[src/logic/clock_gen_pkg.sv]
// Purpose: Constants shared by the clock generation and power manager.
// Assumes: Single clk domain at 25 MHz; prescaler width fixed.
// Notes: Mode encodings and divider widths live here.
package clock_gen_pkg;
    localparam int PRESCALE_W = 8;
    localparam logic [PRESCALE_W-1:0] PRESCALE_RESET = 8'h00;
    localparam logic [1:0] MODE_RUN = 2'h0;
    localparam logic [1:0] MODE_IDLE = 2'h1;
    localparam logic [1:0] MODE_POWERDOWN = 2'h2;
    localparam logic PHASE_ONE_FROZEN = 1'b0;
    localparam logic PHASE_TWO_FROZEN = 1'b1;
endpackage : clock_gen_pkg

[src/logic/clock_gen_power_manager.sv]
// Purpose: Phase clock generation, clock gating and power modes.
// Assumes: clk is the double-rate input clock; wake and requests are async pins.
// Notes: Slow clocks are one-cycle-accurate levels, all from flip-flops.
// Function
// Divide double-rate clock by two into two non-overlapping 50% phase clocks.
// Core and peripheral phase pairs are separately gateable.
// Idle freezes core phases one low, two high; peripherals keep running.
// Powerdown freezes core and peripheral phases, one low, two high.
// No DMA, refresh or hold grant while in Powerdown.
// Powerdown indicator driven on port three bit six pin.
// Programmable divider makes a prescaled clock for peripherals.
// Separate divide-by-two counter makes baud-rate generator clocks.
// Reset abandons everything and sets a defined state.
// Software picks Idle/Powerdown; interrupt or reset restarts clocks glitch free.
`timescale 1ns/1ns
`default_nettype none
module clock_gen_power_manager
    import clock_gen_pkg::*;
(
    input wire logic clk,
    input wire logic nrst,
    input wire logic idle_request,
    input wire logic powerdown_request,
    input wire logic wake_interrupt,
    input wire logic [PRESCALE_W-1:0] prescale_divisor,
    input wire logic dma_request,
    input wire logic refresh_request,
    input wire logic hold_request,
    input wire logic port_three_bit_six,
    input wire logic powerdown_pin_select,
    output logic core_phase_one,
    output logic core_phase_two,
    output logic periph_phase_one,
    output logic periph_phase_two,
    output logic prescaled_clock,
    output logic baud_clock,
    output logic sleep_indicator_out,
    output logic dma_grant,
    output logic refresh_grant,
    output logic hold_grant
);
    ////////////////////////////////////////////////////////////////////////
    // Input synchronisers for pins
    logic [2:0] req_s1_r;
    logic [2:0] req_s2_r;
    logic wake_s1_r;
    logic wake_s2_r;
    logic [2:0] req_s1_nxt;
    logic [2:0] req_s2_nxt;
    logic wake_s1_nxt;
    logic wake_s2_nxt;

    // Only the second stage reads the first; a direct tap would pass metastable levels
    always_comb begin
        req_s1_nxt = {hold_request, refresh_request, dma_request};
        req_s2_nxt = req_s1_r;
        wake_s1_nxt = wake_interrupt;
        wake_s2_nxt = wake_s1_r;
    end

    always_ff @(posedge clk) begin
        if (!nrst) begin
            req_s1_r <= 3'h0;
            req_s2_r <= 3'h0;
            wake_s1_r <= 1'b0;
            wake_s2_r <= 1'b0;
        end else begin
            req_s1_r <= req_s1_nxt;
            req_s2_r <= req_s2_nxt;
            wake_s1_r <= wake_s1_nxt;
            wake_s2_r <= wake_s2_nxt;
        end
    end

    ////////////////////////////////////////////////////////////////////////
    // Divide-by-two phase source and power mode
    typedef enum logic [2:0] {
        ST_RUN = 3'h1,
        ST_IDLE = 3'h2,
        ST_POWERDOWN = 3'h4
    } power_state_t;

    power_state_t state_r;
    power_state_t state_nxt;
    logic phase_r;
    logic phase_nxt;

    always_comb begin
        phase_nxt = ~phase_r;
        state_nxt = state_r;
        case (state_r)
            ST_RUN: begin
                // Mode change only at end of phase two so the frozen level is reached cleanly
                if (phase_r) begin
                    // Powerdown wins when both modes are asked for
                    if (powerdown_request) begin
                        state_nxt = ST_POWERDOWN;
                    end else if (idle_request) begin
                        state_nxt = ST_IDLE;
                    end
                end
            end
            ST_IDLE: begin
                // Peripherals never stopped, so only the core pair restarts
                if (wake_s2_r && phase_r) begin
                    state_nxt = ST_RUN;
                end
            end
            ST_POWERDOWN: begin
                if (wake_s2_r && phase_r) begin
                    state_nxt = ST_RUN;
                end
            end
            default: state_nxt = ST_RUN;
        endcase
    end

    always_ff @(posedge clk) begin
        if (!nrst) begin
            state_r <= ST_RUN;
            phase_r <= 1'b0;
        end else begin
            state_r <= state_nxt;
            phase_r <= phase_nxt;
        end
    end

    logic core_run;
    logic periph_run;
    logic in_powerdown;
    assign in_powerdown = (state_r == ST_POWERDOWN);
    assign core_run = (state_r == ST_RUN);
    assign periph_run = !in_powerdown;

    ////////////////////////////////////////////////////////////////////////
    // Gated phase pairs
    phase_pair_gate core_pair (
        .clk(clk),
        .nrst(nrst),
        .run(core_run),
        .phase_sel(phase_r),
        .ph_one(core_phase_one),
        .ph_two(core_phase_two)
    );

    phase_pair_gate periph_pair (
        .clk(clk),
        .nrst(nrst),
        .run(periph_run),
        .phase_sel(phase_r),
        .ph_one(periph_phase_one),
        .ph_two(periph_phase_two)
    );

    ////////////////////////////////////////////////////////////////////////
    // Prescaler and baud divide, clocked on peripheral phase
    logic [PRESCALE_W-1:0] pre_cnt_r;
    logic [PRESCALE_W-1:0] pre_cnt_nxt;
    logic prescaled_nxt;
    logic baud_nxt;
    logic periph_tick;

    // One tick per internal clock period, only while peripherals run
    assign periph_tick = periph_run && phase_r;

    // Counter stops with the peripheral pair, so the prescaled level freezes too
    // Divisor is read live; lowering it mid-count ends the current half at once
    always_comb begin
        pre_cnt_nxt = pre_cnt_r;
        prescaled_nxt = prescaled_clock;
        baud_nxt = baud_clock;
        if (periph_tick) begin
            baud_nxt = ~baud_clock;
            if (pre_cnt_r >= prescale_divisor) begin
                pre_cnt_nxt = PRESCALE_RESET;
                prescaled_nxt = ~prescaled_clock;
            end else begin
                pre_cnt_nxt = pre_cnt_r + 8'h01;
            end
        end
    end

    always_ff @(posedge clk) begin
        if (!nrst) begin
            pre_cnt_r <= PRESCALE_RESET;
            prescaled_clock <= 1'b0;
            baud_clock <= 1'b0;
        end else begin
            pre_cnt_r <= pre_cnt_nxt;
            prescaled_clock <= prescaled_nxt;
            baud_clock <= baud_nxt;
        end
    end

    ////////////////////////////////////////////////////////////////////////
    // Grants and powerdown pin
    logic [2:0] grant_nxt;
    logic sleep_nxt;

    // Three-edge lag from the request pins to the grants: two sync stages plus the output register
    always_comb begin
        grant_nxt = in_powerdown ? 3'h0 : req_s2_r;
        // Pin shows port value unless the powerdown function is selected
        sleep_nxt = powerdown_pin_select ? in_powerdown : port_three_bit_six;
    end

    always_ff @(posedge clk) begin
        if (!nrst) begin
            dma_grant <= 1'b0;
            refresh_grant <= 1'b0;
            hold_grant <= 1'b0;
            sleep_indicator_out <= 1'b0;
        end else begin
            dma_grant <= grant_nxt[0];
            refresh_grant <= grant_nxt[1];
            hold_grant <= grant_nxt[2];
            sleep_indicator_out <= sleep_nxt;
        end
    end
endmodule : clock_gen_power_manager
`default_nettype wire

[src/logic/phase_pair_gate.sv]
// Purpose: One gateable pair of phase clocks.
// Assumes: Phase inputs come from the shared divide-by-two stage.
// Notes: Gate is applied at the phase-one low point so the pair freezes cleanly.
`timescale 1ns/1ns
`default_nettype none
module phase_pair_gate
    import clock_gen_pkg::*;
(
    input wire logic clk,
    input wire logic nrst,
    input wire logic run,
    input wire logic phase_sel,
    output logic ph_one,
    output logic ph_two
);
    logic ph_one_nxt;
    logic ph_two_nxt;

    always_comb begin
        ph_one_nxt = PHASE_ONE_FROZEN;
        ph_two_nxt = PHASE_TWO_FROZEN;
        // Frozen state equals the half where phase one is low, so stop/resume is glitch free
        if (run) begin
            ph_one_nxt = phase_sel;
            ph_two_nxt = ~phase_sel;
        end
    end

    always_ff @(posedge clk) begin
        if (!nrst) begin
            ph_one <= PHASE_ONE_FROZEN;
            ph_two <= PHASE_TWO_FROZEN;
        end else begin
            ph_one <= ph_one_nxt;
            ph_two <= ph_two_nxt;
        end
    end
endmodule : phase_pair_gate
`default_nettype wire

[config.mk]
export PLATFORM = sky130hd
export DESIGN_NAME = clock_gen_power_manager
export DESIGN_NICKNAME = d
export VERILOG_FILES = /design/src/logic/clock_gen_pkg.sv /design/src/logic/clock_gen_power_manager.sv /design/src/logic/phase_pair_gate.sv
export SDC_FILE = /design/constraint.sdc
export NUM_CORES = 1
export LEC_CHECK = 0
export BUFFER_PORTS_ARGS = -buffer_cell sky130_fd_sc_hd__buf_2
export CAP_MARGIN = 5
export CORE_MARGIN = 2
export CORE_UTILIZATION = 56
export DETAILED_ROUTE_END_ITERATION = 10
export PLACE_DENSITY_LB_ADDON = 0.08
export SLEW_MARGIN = 30
export SYNTH_ARGS = -nofsm -noshare
export SYNTH_HDL_FRONTEND = slang
export SYNTH_SLANG_ARGS = --single-unit
[constraint.sdc]
create_clock -name clk -period 5.6 [get_ports clk]
set_clock_uncertainty 0.05 [all_clocks]
set_input_delay 0.56 -clock clk [delete_from_list [all_inputs] [get_ports clk]]
set_output_delay 0.56 -clock clk [all_outputs]
set_load 0.01 [all_outputs]
# Yosys cells after proc, flatten, opt, wreduce, memory -nomap -nowiden
# Cells that the tools add are included.
# word_totals
ff_bits	30
inputBits	18
output_inout_bits	10
word_cells	44
# classes
n_addsub	1
magnitude_cmp	1
n_eq_ne	6
mux	7
bitwise	4
reduce_logical	8
# op_table
op	n
$mux 3	4
$add 8x1->8 const B	1
$ge 8x8->1	1
$mux 8	1
$pmux 3 s2	1
$not 1->1	4
$reduce_and 2->1	2
$reduce_or 2->1	2
$eq 3x1->1 const B	1
$eq 3x2->1 const B	1
$eq 3x3->1 const B	1
$ne 3x3->1 const B	1
$reduce_and 3->1	1
$logic_and 1x1->1	2
$ne 2x1->1 const B	1
$ne 2x2->1 const B	1
$logic_not 1->1	1
$mux 1	1

# Depth between registers and ports, before layout
# Gate-level depths: netlist (run 1).
# logic_depth
ltp_word	4
mapped_depth	7
mapped_depth_nobuf	7

# Modules after synthesis
# A second synthesis (run 1) with hierarchy kept.
# unflattened
hier_cells	124
hier_area_um2	1255.0
# by_module_without_submodules
module	instances	cells_each	area_per_inst_um2	seq_area_each_um2
clock_gen_power_manager	1	116	1152.4	520.5
phase_pair_gate	2	4	51.3	40.0

# Worst setup path before layout (run 1)
# Ideal clock, no wire load.
# synth_path
path_type	input to register
from	in prescale_divisor[0]
to	reg pre_cnt_r[3]
setup_time_ns	0.076
t_arrival_ns	1.832
t_required_ns	5.474
setup_slack_ns	3.643
path_stages	6
n_path_buf	0
path_cell_list	ha_1 > nand2b_1 > a2111o_1 > a21oi_4 > nand3_1 > a31oi_1
# synth_between
elab_chain_cells	2
# synth_rtl
item	line_no	text
from (decl)	clock_gen_power_manager.sv:25	input wire logic [PRESCALE_W-1:0] prescale_divisor,
$ge 8x8->1	clock_gen_power_manager.sv:174	if (pre_cnt_r >= prescale_divisor) begin
$mux 8	clock_gen_power_manager.sv:174	
to (signal assigned)	clock_gen_power_manager.sv:189	pre_cnt_r <= pre_cnt_nxt;
to (decl)	clock_gen_power_manager.sv:157	logic [PRESCALE_W-1:0] pre_cnt_r;
# Every way passes these cells.
# A chain may end at the register's enable or synchronous reset.

# Worst setup path in the final report (run 1)
# layout_path
from	reg pre_cnt_r[0]
to	reg pre_cnt_r[3]
# layout_between
elab_chain_cells	2
word_cells_on_any_way	3
cone_classes	add/sub (1); order compare (1); mux (1)
# layout_rtl
item	line_no
$add 8x1->8 or $ge 8x8->1 (tied branches)	clock_gen_power_manager.sv:178, clock_gen_power_manager.sv:174
$mux 8 (*)	clock_gen_power_manager.sv:174
# Every way passes the cells marked *; elsewhere a longest branch is shown, timed or not.

==> reports/metrics.yaml, run 1 <==
dieArea_um2: 2690
path_class: "flip-flop to flip-flop"
ant_nets: 0
synth_edf_count: 0
vias: 1026
rsz0062_at_grt: "false"
cts_resized: 0
grt_max_degree: 16
grt_pass1_wl_um: 3970
synth_top_cell_area_share_pct: 46.8
startpoint_type: "flip-flop"
fmax_ghz: 0.484
final_cells: 195
drc_errors: 0
cts_tree: "built"
relSlewSlack_pct: 76.6
synth-seq-cells: 30
ys.flop_type: "dfxtp_1"
cts_buffers: 5
hold_path.class: "flip-flop to flip-flop"
syn_area_um2: 1280
async_flop_share_pct: 0
placed_cell_area_um2: 1430
track_usage_pct: 20.6
syn_inst: 137
dp_slack_ns: 3.42
vias_per_cell: 5.26
gp_congestion: 0.809
core.rowCount: 17
setup_tns_ns: 0
arrival_ns: 2.26
setup_viol: 0
cts_max_level: 2
post_cts_buffers: 0
setup_ws_ns: 3.53
finalMaxSlewViolations: 0
min_period_ns: 2.07
grt-ovfl-total: 0
final_area_um2: 1480
final_common_cell: "dfxtp_1"
p_leak_nw: 0.714
drt_iter0_markers: 9
cap_viol_max_count: 0
hold_depth: 1
syn-num-nets: 164
crit_path_end_kind: "flip-flop"
status: "complete, no violations"
grt_pass1_vias: 985
ys_seq_area_share_pct: 46.8
antenna_found_initial: 0
finalHoldViolCount: 0
cts_root_buf: "clkbuf_4"
crit_path_max_fanout: 8
hold_buffers: 0
place.detailed.hpwl_um: 1680
yosys-top-cells-area: "dfxtp_1 (47%), ha_1 (8.8%), nor2_1 (4.4%)"
fillCellCount: 182
mostFrequentLayoutCells: "dfxtp_1 (30), buf_2 (27), nor2_1 (15), inv_1 (11), a21oi_1 (10)"
dieHeight_um: 51.9
worst_ep_required_time_ns: 5.80
clockBufferDepth: 2
dp.cells: 189
r2r.worst_path.cells: 7
core-area_um2: 2190
peakVddDrop_v: 0.000221
synthToLayoutAreaGrowth_pct: 15.5
wl_um: 2270
io_pins: 28
die_x_um: 51.9
yosys_warnings: 0
final_nets: 195
yosysTopAreaCell: "dfxtp_1"
drive_above_1_share_pct: 22.8
worst_pin_slew_ns: 0.349
clkLatencyLatePin_ns: 0.31
clk_transition_reported_paths_ns: 0.09
post-route-period-util_pct: 36.9
port_buffers: 27
synth.distinct_cells: 33
powerDensity_nw_per_um2: 259
initial_utilization_pct: 58.6
clock_sinks: 30
detailedRoute.firstPassIterationCount: 4
synth.avg_cell_area_um2: 9.37
avgRoutedWirePerCell_um: 11.6
num_antenna_cells: 0
[Yosys cell counts, types with 4 or more instances]
master and count:
a21oi_1 10, and2_1 8, and3_1 6, dfxtp_1 30
ha_1 9, inv_1 11, nand2_1 7, nand3_1 7
nor2_1 15, xor2_1 4
[through the flow]
stage / util (%) / hold slack [ns] / power [mW]
final: 67.7 / 0.382 / 0.383
after global routing: 67.7 / 0.386 / 0.403
after CTS: 67.7 / 0.389 / 0.388
after detailed placement: 65.3 / 0.369 / 0.269
after global placement: 65.3 / 0.365 / 0.267
after floorplan: - / 0.362 / 0.256
[per-layer routing]
layer / vias to the layer above / track usage (%) / share of wire (%)
met1: 463 / 22.2 / 42
met3: 3 / 6.90 / 7.3
met5: - / 0 / 0
met2: 36 / 36.3 / 49
li1: 524 / - / -
met4: 0 / 9.21 / 1.1
[worst max-delay path, stage by stage (launching register included)]
cell	delay (ns)
dfxtp_1	0.46
inv_1	0.09
ha_1	0.27
nand2b_1	0.14
a2111o_1	0.47
a21oi_4	0.23
nand3_1	0.11
a31oi_1	0.17
[worst paths after layout]
check	start	end	slack, ns
max	pre_cnt_r[0]	pre_cnt_r[3]	3.53
min	req_s1_r[1]	req_s2_r[1]	0.38
max reg2reg	pre_cnt_r[0]	pre_cnt_r[3]	3.53
min reg2reg	req_s1_r[1]	req_s2_r[1]	0.38
[kinds of logic (layout without fill, tap and decap cells)]
logic type	count (synthesis)	after routing	synth area share [%]
adder cells (fa/ha/maj)	9	9	8.77
flip-flops	30	30	46.8
buffers and inverters	15	45	5.26
AO/OA/AOI/OAI	21	21	10.3
XOR/XNOR	6	6	4.68
AND/OR/NAND/NOR	56	56	24.2
[flip-flops by register name, summed over array words and instances (netlist names)]
name	cells
pre_cnt_r	8
req_s1_r	3
req_s2_r	3
state_r	3
baud_clock	1
core_pair.ph_one	1
core_pair.ph_two	1
dma_grant	1
hold_grant	1
periph_pair.ph_one	1
periph_pair.ph_two	1
phase_r	1
prescaled_clock	1
refresh_grant	1
sleep_indicator_out	1
wake_s1_r	1
wake_s2_r	1
[area by class of cell]
class | count | area [um2] | share of cell area, %
flip-flops and latches | 30 | 601 | 40.5
inverters | 12 | 45.0 | 3.04
multi-input cells | 92 | 616 | 41.5
well taps | 28 | 35.0 | 2.36
repair buffers | 27 | 135 | 9.11
clock buffers | 6 | 51.3 | 3.46
[power breakdown]
group | internal (mW) | switching [mW]
sequential | 0.222 | 0.00550
combinational | 0.0177 | 0.0198
clock | 0.0564 | 0.0624
total | 0.296 | 0.0877
No activity file was read; power rests on OpenSTA's default activity.
==> run 2: changes to the inputs <==
--- a/config.mk
+++ b/config.mk
@@ -8,7 +8,7 @@
 export BUFFER_PORTS_ARGS = -buffer_cell sky130_fd_sc_hd__buf_2
 export CAP_MARGIN = 5
 export CORE_MARGIN = 2
-export CORE_UTILIZATION = 56
+export CORE_UTILIZATION = 47
 export DETAILED_ROUTE_END_ITERATION = 10
 export PLACE_DENSITY_LB_ADDON = 0.08
 export SLEW_MARGIN = 30
==> constraint.sdc (replaced) <==
create_clock -name clk -period 1.8 [get_ports clk]
set_clock_uncertainty 0.05 [all_clocks]
set_input_delay 0.18 -clock clk [delete_from_list [all_inputs] [get_ports clk]]
set_output_delay 0.18 -clock clk [all_outputs]
set_load 0.01 [all_outputs]
==> run 2 against run 1 <==
Net effect: non-clock buffer count increased by 18; sequential power increased to 3.1 times the previous value; total power increased to 3.4 times the previous value; flip-flop and latch count unchanged; routed wire length increased by 7.3%; largest power group unchanged.
==> reports/metrics.yaml, run 2 (same netlist as run 1, synthesis figures left out) <==
r2r-start: "pre_cnt_r[0]"
setup_ws_ns: 0.0108  # -3.52 ns
vias: 1079  # +5.2%
final_cells: 217  # +11%
hold_path.class: "input port to flip-flop"
num_antenna_cells: 0  # unchanged
fillCellCount: 204  # +12%
setup_viol: 0  # unchanged
dieHeight_um: 56.3  # +8.4%
avgRoutedWirePerCell_um: 11.2  # -3.6%
synthToLayoutAreaGrowth_pct: 30.9
clkLatencyLatePin_ns: 0.33  # +0.02 ns
r2r.worst_path.cells: 7  # unchanged
dieArea_um2: 3170  # +18%
r2r_slack_ns: 0.01  # -3.52 ns
ant_nets: 0  # unchanged
core.rowCount: 18  # +1
antenna_found_initial: 0  # unchanged
slowest_delay_ns: 0.42  # -0.05 ns
cts_tree: "built"
mostFrequentLayoutCells: "dfxtp_1 (29), buf_2 (27), nor2_1 (14), buf_4 (14), inv_1 (10)"
cts_root_buf: "clkbuf_4"
arrival_ns: 2.01  # -0.25 ns
cts_max_level: 2  # unchanged
final_nets: 213  # +9.2%
final_common_cell: "dfxtp_1"
largest_reg_flops: 8  # unchanged
clock_sinks: 30  # unchanged
placed_cell_area_um2: 1470  # +2.9%
worst_ep_required_time_ns: 2.02  # -3.78 ns
powerDensity_nw_per_um2: 765  # +200%
cp-startpoint: "pre_cnt_r[0]"
fmax_ghz: 0.559  # +15%
cap_viol_max_count: 0  # unchanged
detailedRoute.firstPassIterationCount: 4  # unchanged
final_area_um2: 1680  # +13%
clockBufferDepth: 2  # unchanged
cts_buffers: 5  # unchanged
drc_errors: 0  # unchanged
top_register: "pre_cnt_r"
relSlewSlack_pct: 74.6  # -2.0 points
io_pins: 28  # unchanged
worst_pin_slew_ns: 0.378  # +0.0296 ns
status: "complete, no violations"
wl_um: 2430  # +7.3%
vias_per_cell: 4.97  # -5.5%
initial_utilization_pct: 50.9  # -7.7 points
startpoint_type: "flip-flop"
min_period_ns: 1.79  # -0.276 ns
die_x_um: 56.3  # +8.4%
dp_slack_ns: -0.0161  # -3.44 ns
gp_congestion: 0.786  # -2.9%
p_leak_nw: 0.810  # +13%
finalCoreUtilization_pct: 66.6  # -1.1 points
path_class: "flip-flop to flip-flop"
rr_endpoint: "pre_cnt_r[6]"
grt_max_degree: 16  # unchanged
peakVddDrop_v: 0.000707  # +220%
place.detailed.hpwl_um: 1770  # +5.4%
drive_above_1_share_pct: 33.2  # +10 points
finalMaxSlewViolations: 0  # unchanged
drt_iter0_markers: 23  # +14
critical_path.cell_chain: "inv_2 > ha_4 > nand2b_4 > a2111o_1 > a21oi_4 > o21ai_1 > nor2_1"
worst-path-stages: 7  # unchanged
cp-endpoint: "pre_cnt_r[6]"
finalHoldViolCount: 0  # unchanged
grt_pass1_wl_um: 4170  # +5.2%
dp.cells: 196  # +3.7%
rsz0062_at_grt: "true"
port_buffers: 27  # unchanged
post-route-period-util_pct: 99.4  # +63 points
path_buf_inv: 1  # unchanged
grt-ovfl-total: 0  # unchanged
clk_transition_reported_paths_ns: 0.10  # about the same
grt_pass1_vias: 957  # -2.8%
critPathTopFamily: "compound AO/OA/AOI/OAI gates"
slowest_stage: "a2111o_1"
crit_path_max_fanout: 8  # unchanged
core-area_um2: 2520  # +15%
crit_path_end_kind: "flip-flop"
track_usage_pct: 17.5  # -3.1 points
[run 2: worst min-delay path by stage]
stage	slack (ns)	startpoint	depth (start not counted)	endpoint
6_report	0.07	port_three_bit_six	3	sleep_indicator_out
3_5_place_dp	0.34	wake_interrupt	2	wake_s1_r
4_1_cts	0.004	refresh_request	2	req_s1_r[1]
2_1_floorplan	0.26	dma_request	1	req_s1_r[0]
3_3_place_gp	0.34	wake_interrupt	2	wake_s1_r
5_1_grt	0.06	port_three_bit_six	3	sleep_indicator_out
[run 2: timing repair]
| item | in CTS | in global routing |
|---|---|---|
| pin swaps | 4 | 8 |
| gates resized for setup | 2 | 5 |
| hold buffers | 3 | 1 |
| endpoints found under the setup margin | 8 | 9 |
| endpoints found under the hold margin | 3 | 1 |
| setup buffers | 9 | 0 |
[run 2: area by class of cell]
class	instances	area (um2)	area share, %
Sequential cell	30	602	35.8
Tap cell	30	37.5	2.23
Inverter	12	45.0	2.68
Clock buffer	6	51.3	3.05
Clock inverter	2	12.5	0.745
Timing Repair Buffer	45	280	16.7
Multi-Input combinational cell	92	652	38.8
[run 2: metrics by stage]
step | hold slack [ns] | total power, mW | setup TNS [ns]
6_report | 0.0700 | 1.29 | 0
5_1_grt | 0.0611 | 1.36 | -0.659
4_1_cts | 0.00373 | 1.29 | 0
3_5_place_dp | 0.344 | 0.844 | -0.0522
3_3_place_gp | 0.337 | 0.839 | 0
2_1_floorplan | 0.257 | 0.797 | 0
[run 2: worst min-delay path, cell delays in order]
cell and delay, ns:
buf_2 0.10, nand2b_1 0.06, a21oi_1 0.06
[run 2: where the power goes]
part | internal, mW | switching, mW
logic | 0.0909 | 0.0771
registers | 0.690 | 0.0111
clock network | 0.187 | 0.229
total | 0.968 | 0.317
[run 2: metal layers]
layer,GRT usage [%],up-vias,wire (um)
met2,26.1,26,1180
met3,8.53,4,113
met5,0,-,0
met1,22.4,486,1110
met4,5.10,0,28
li1,-,563,-
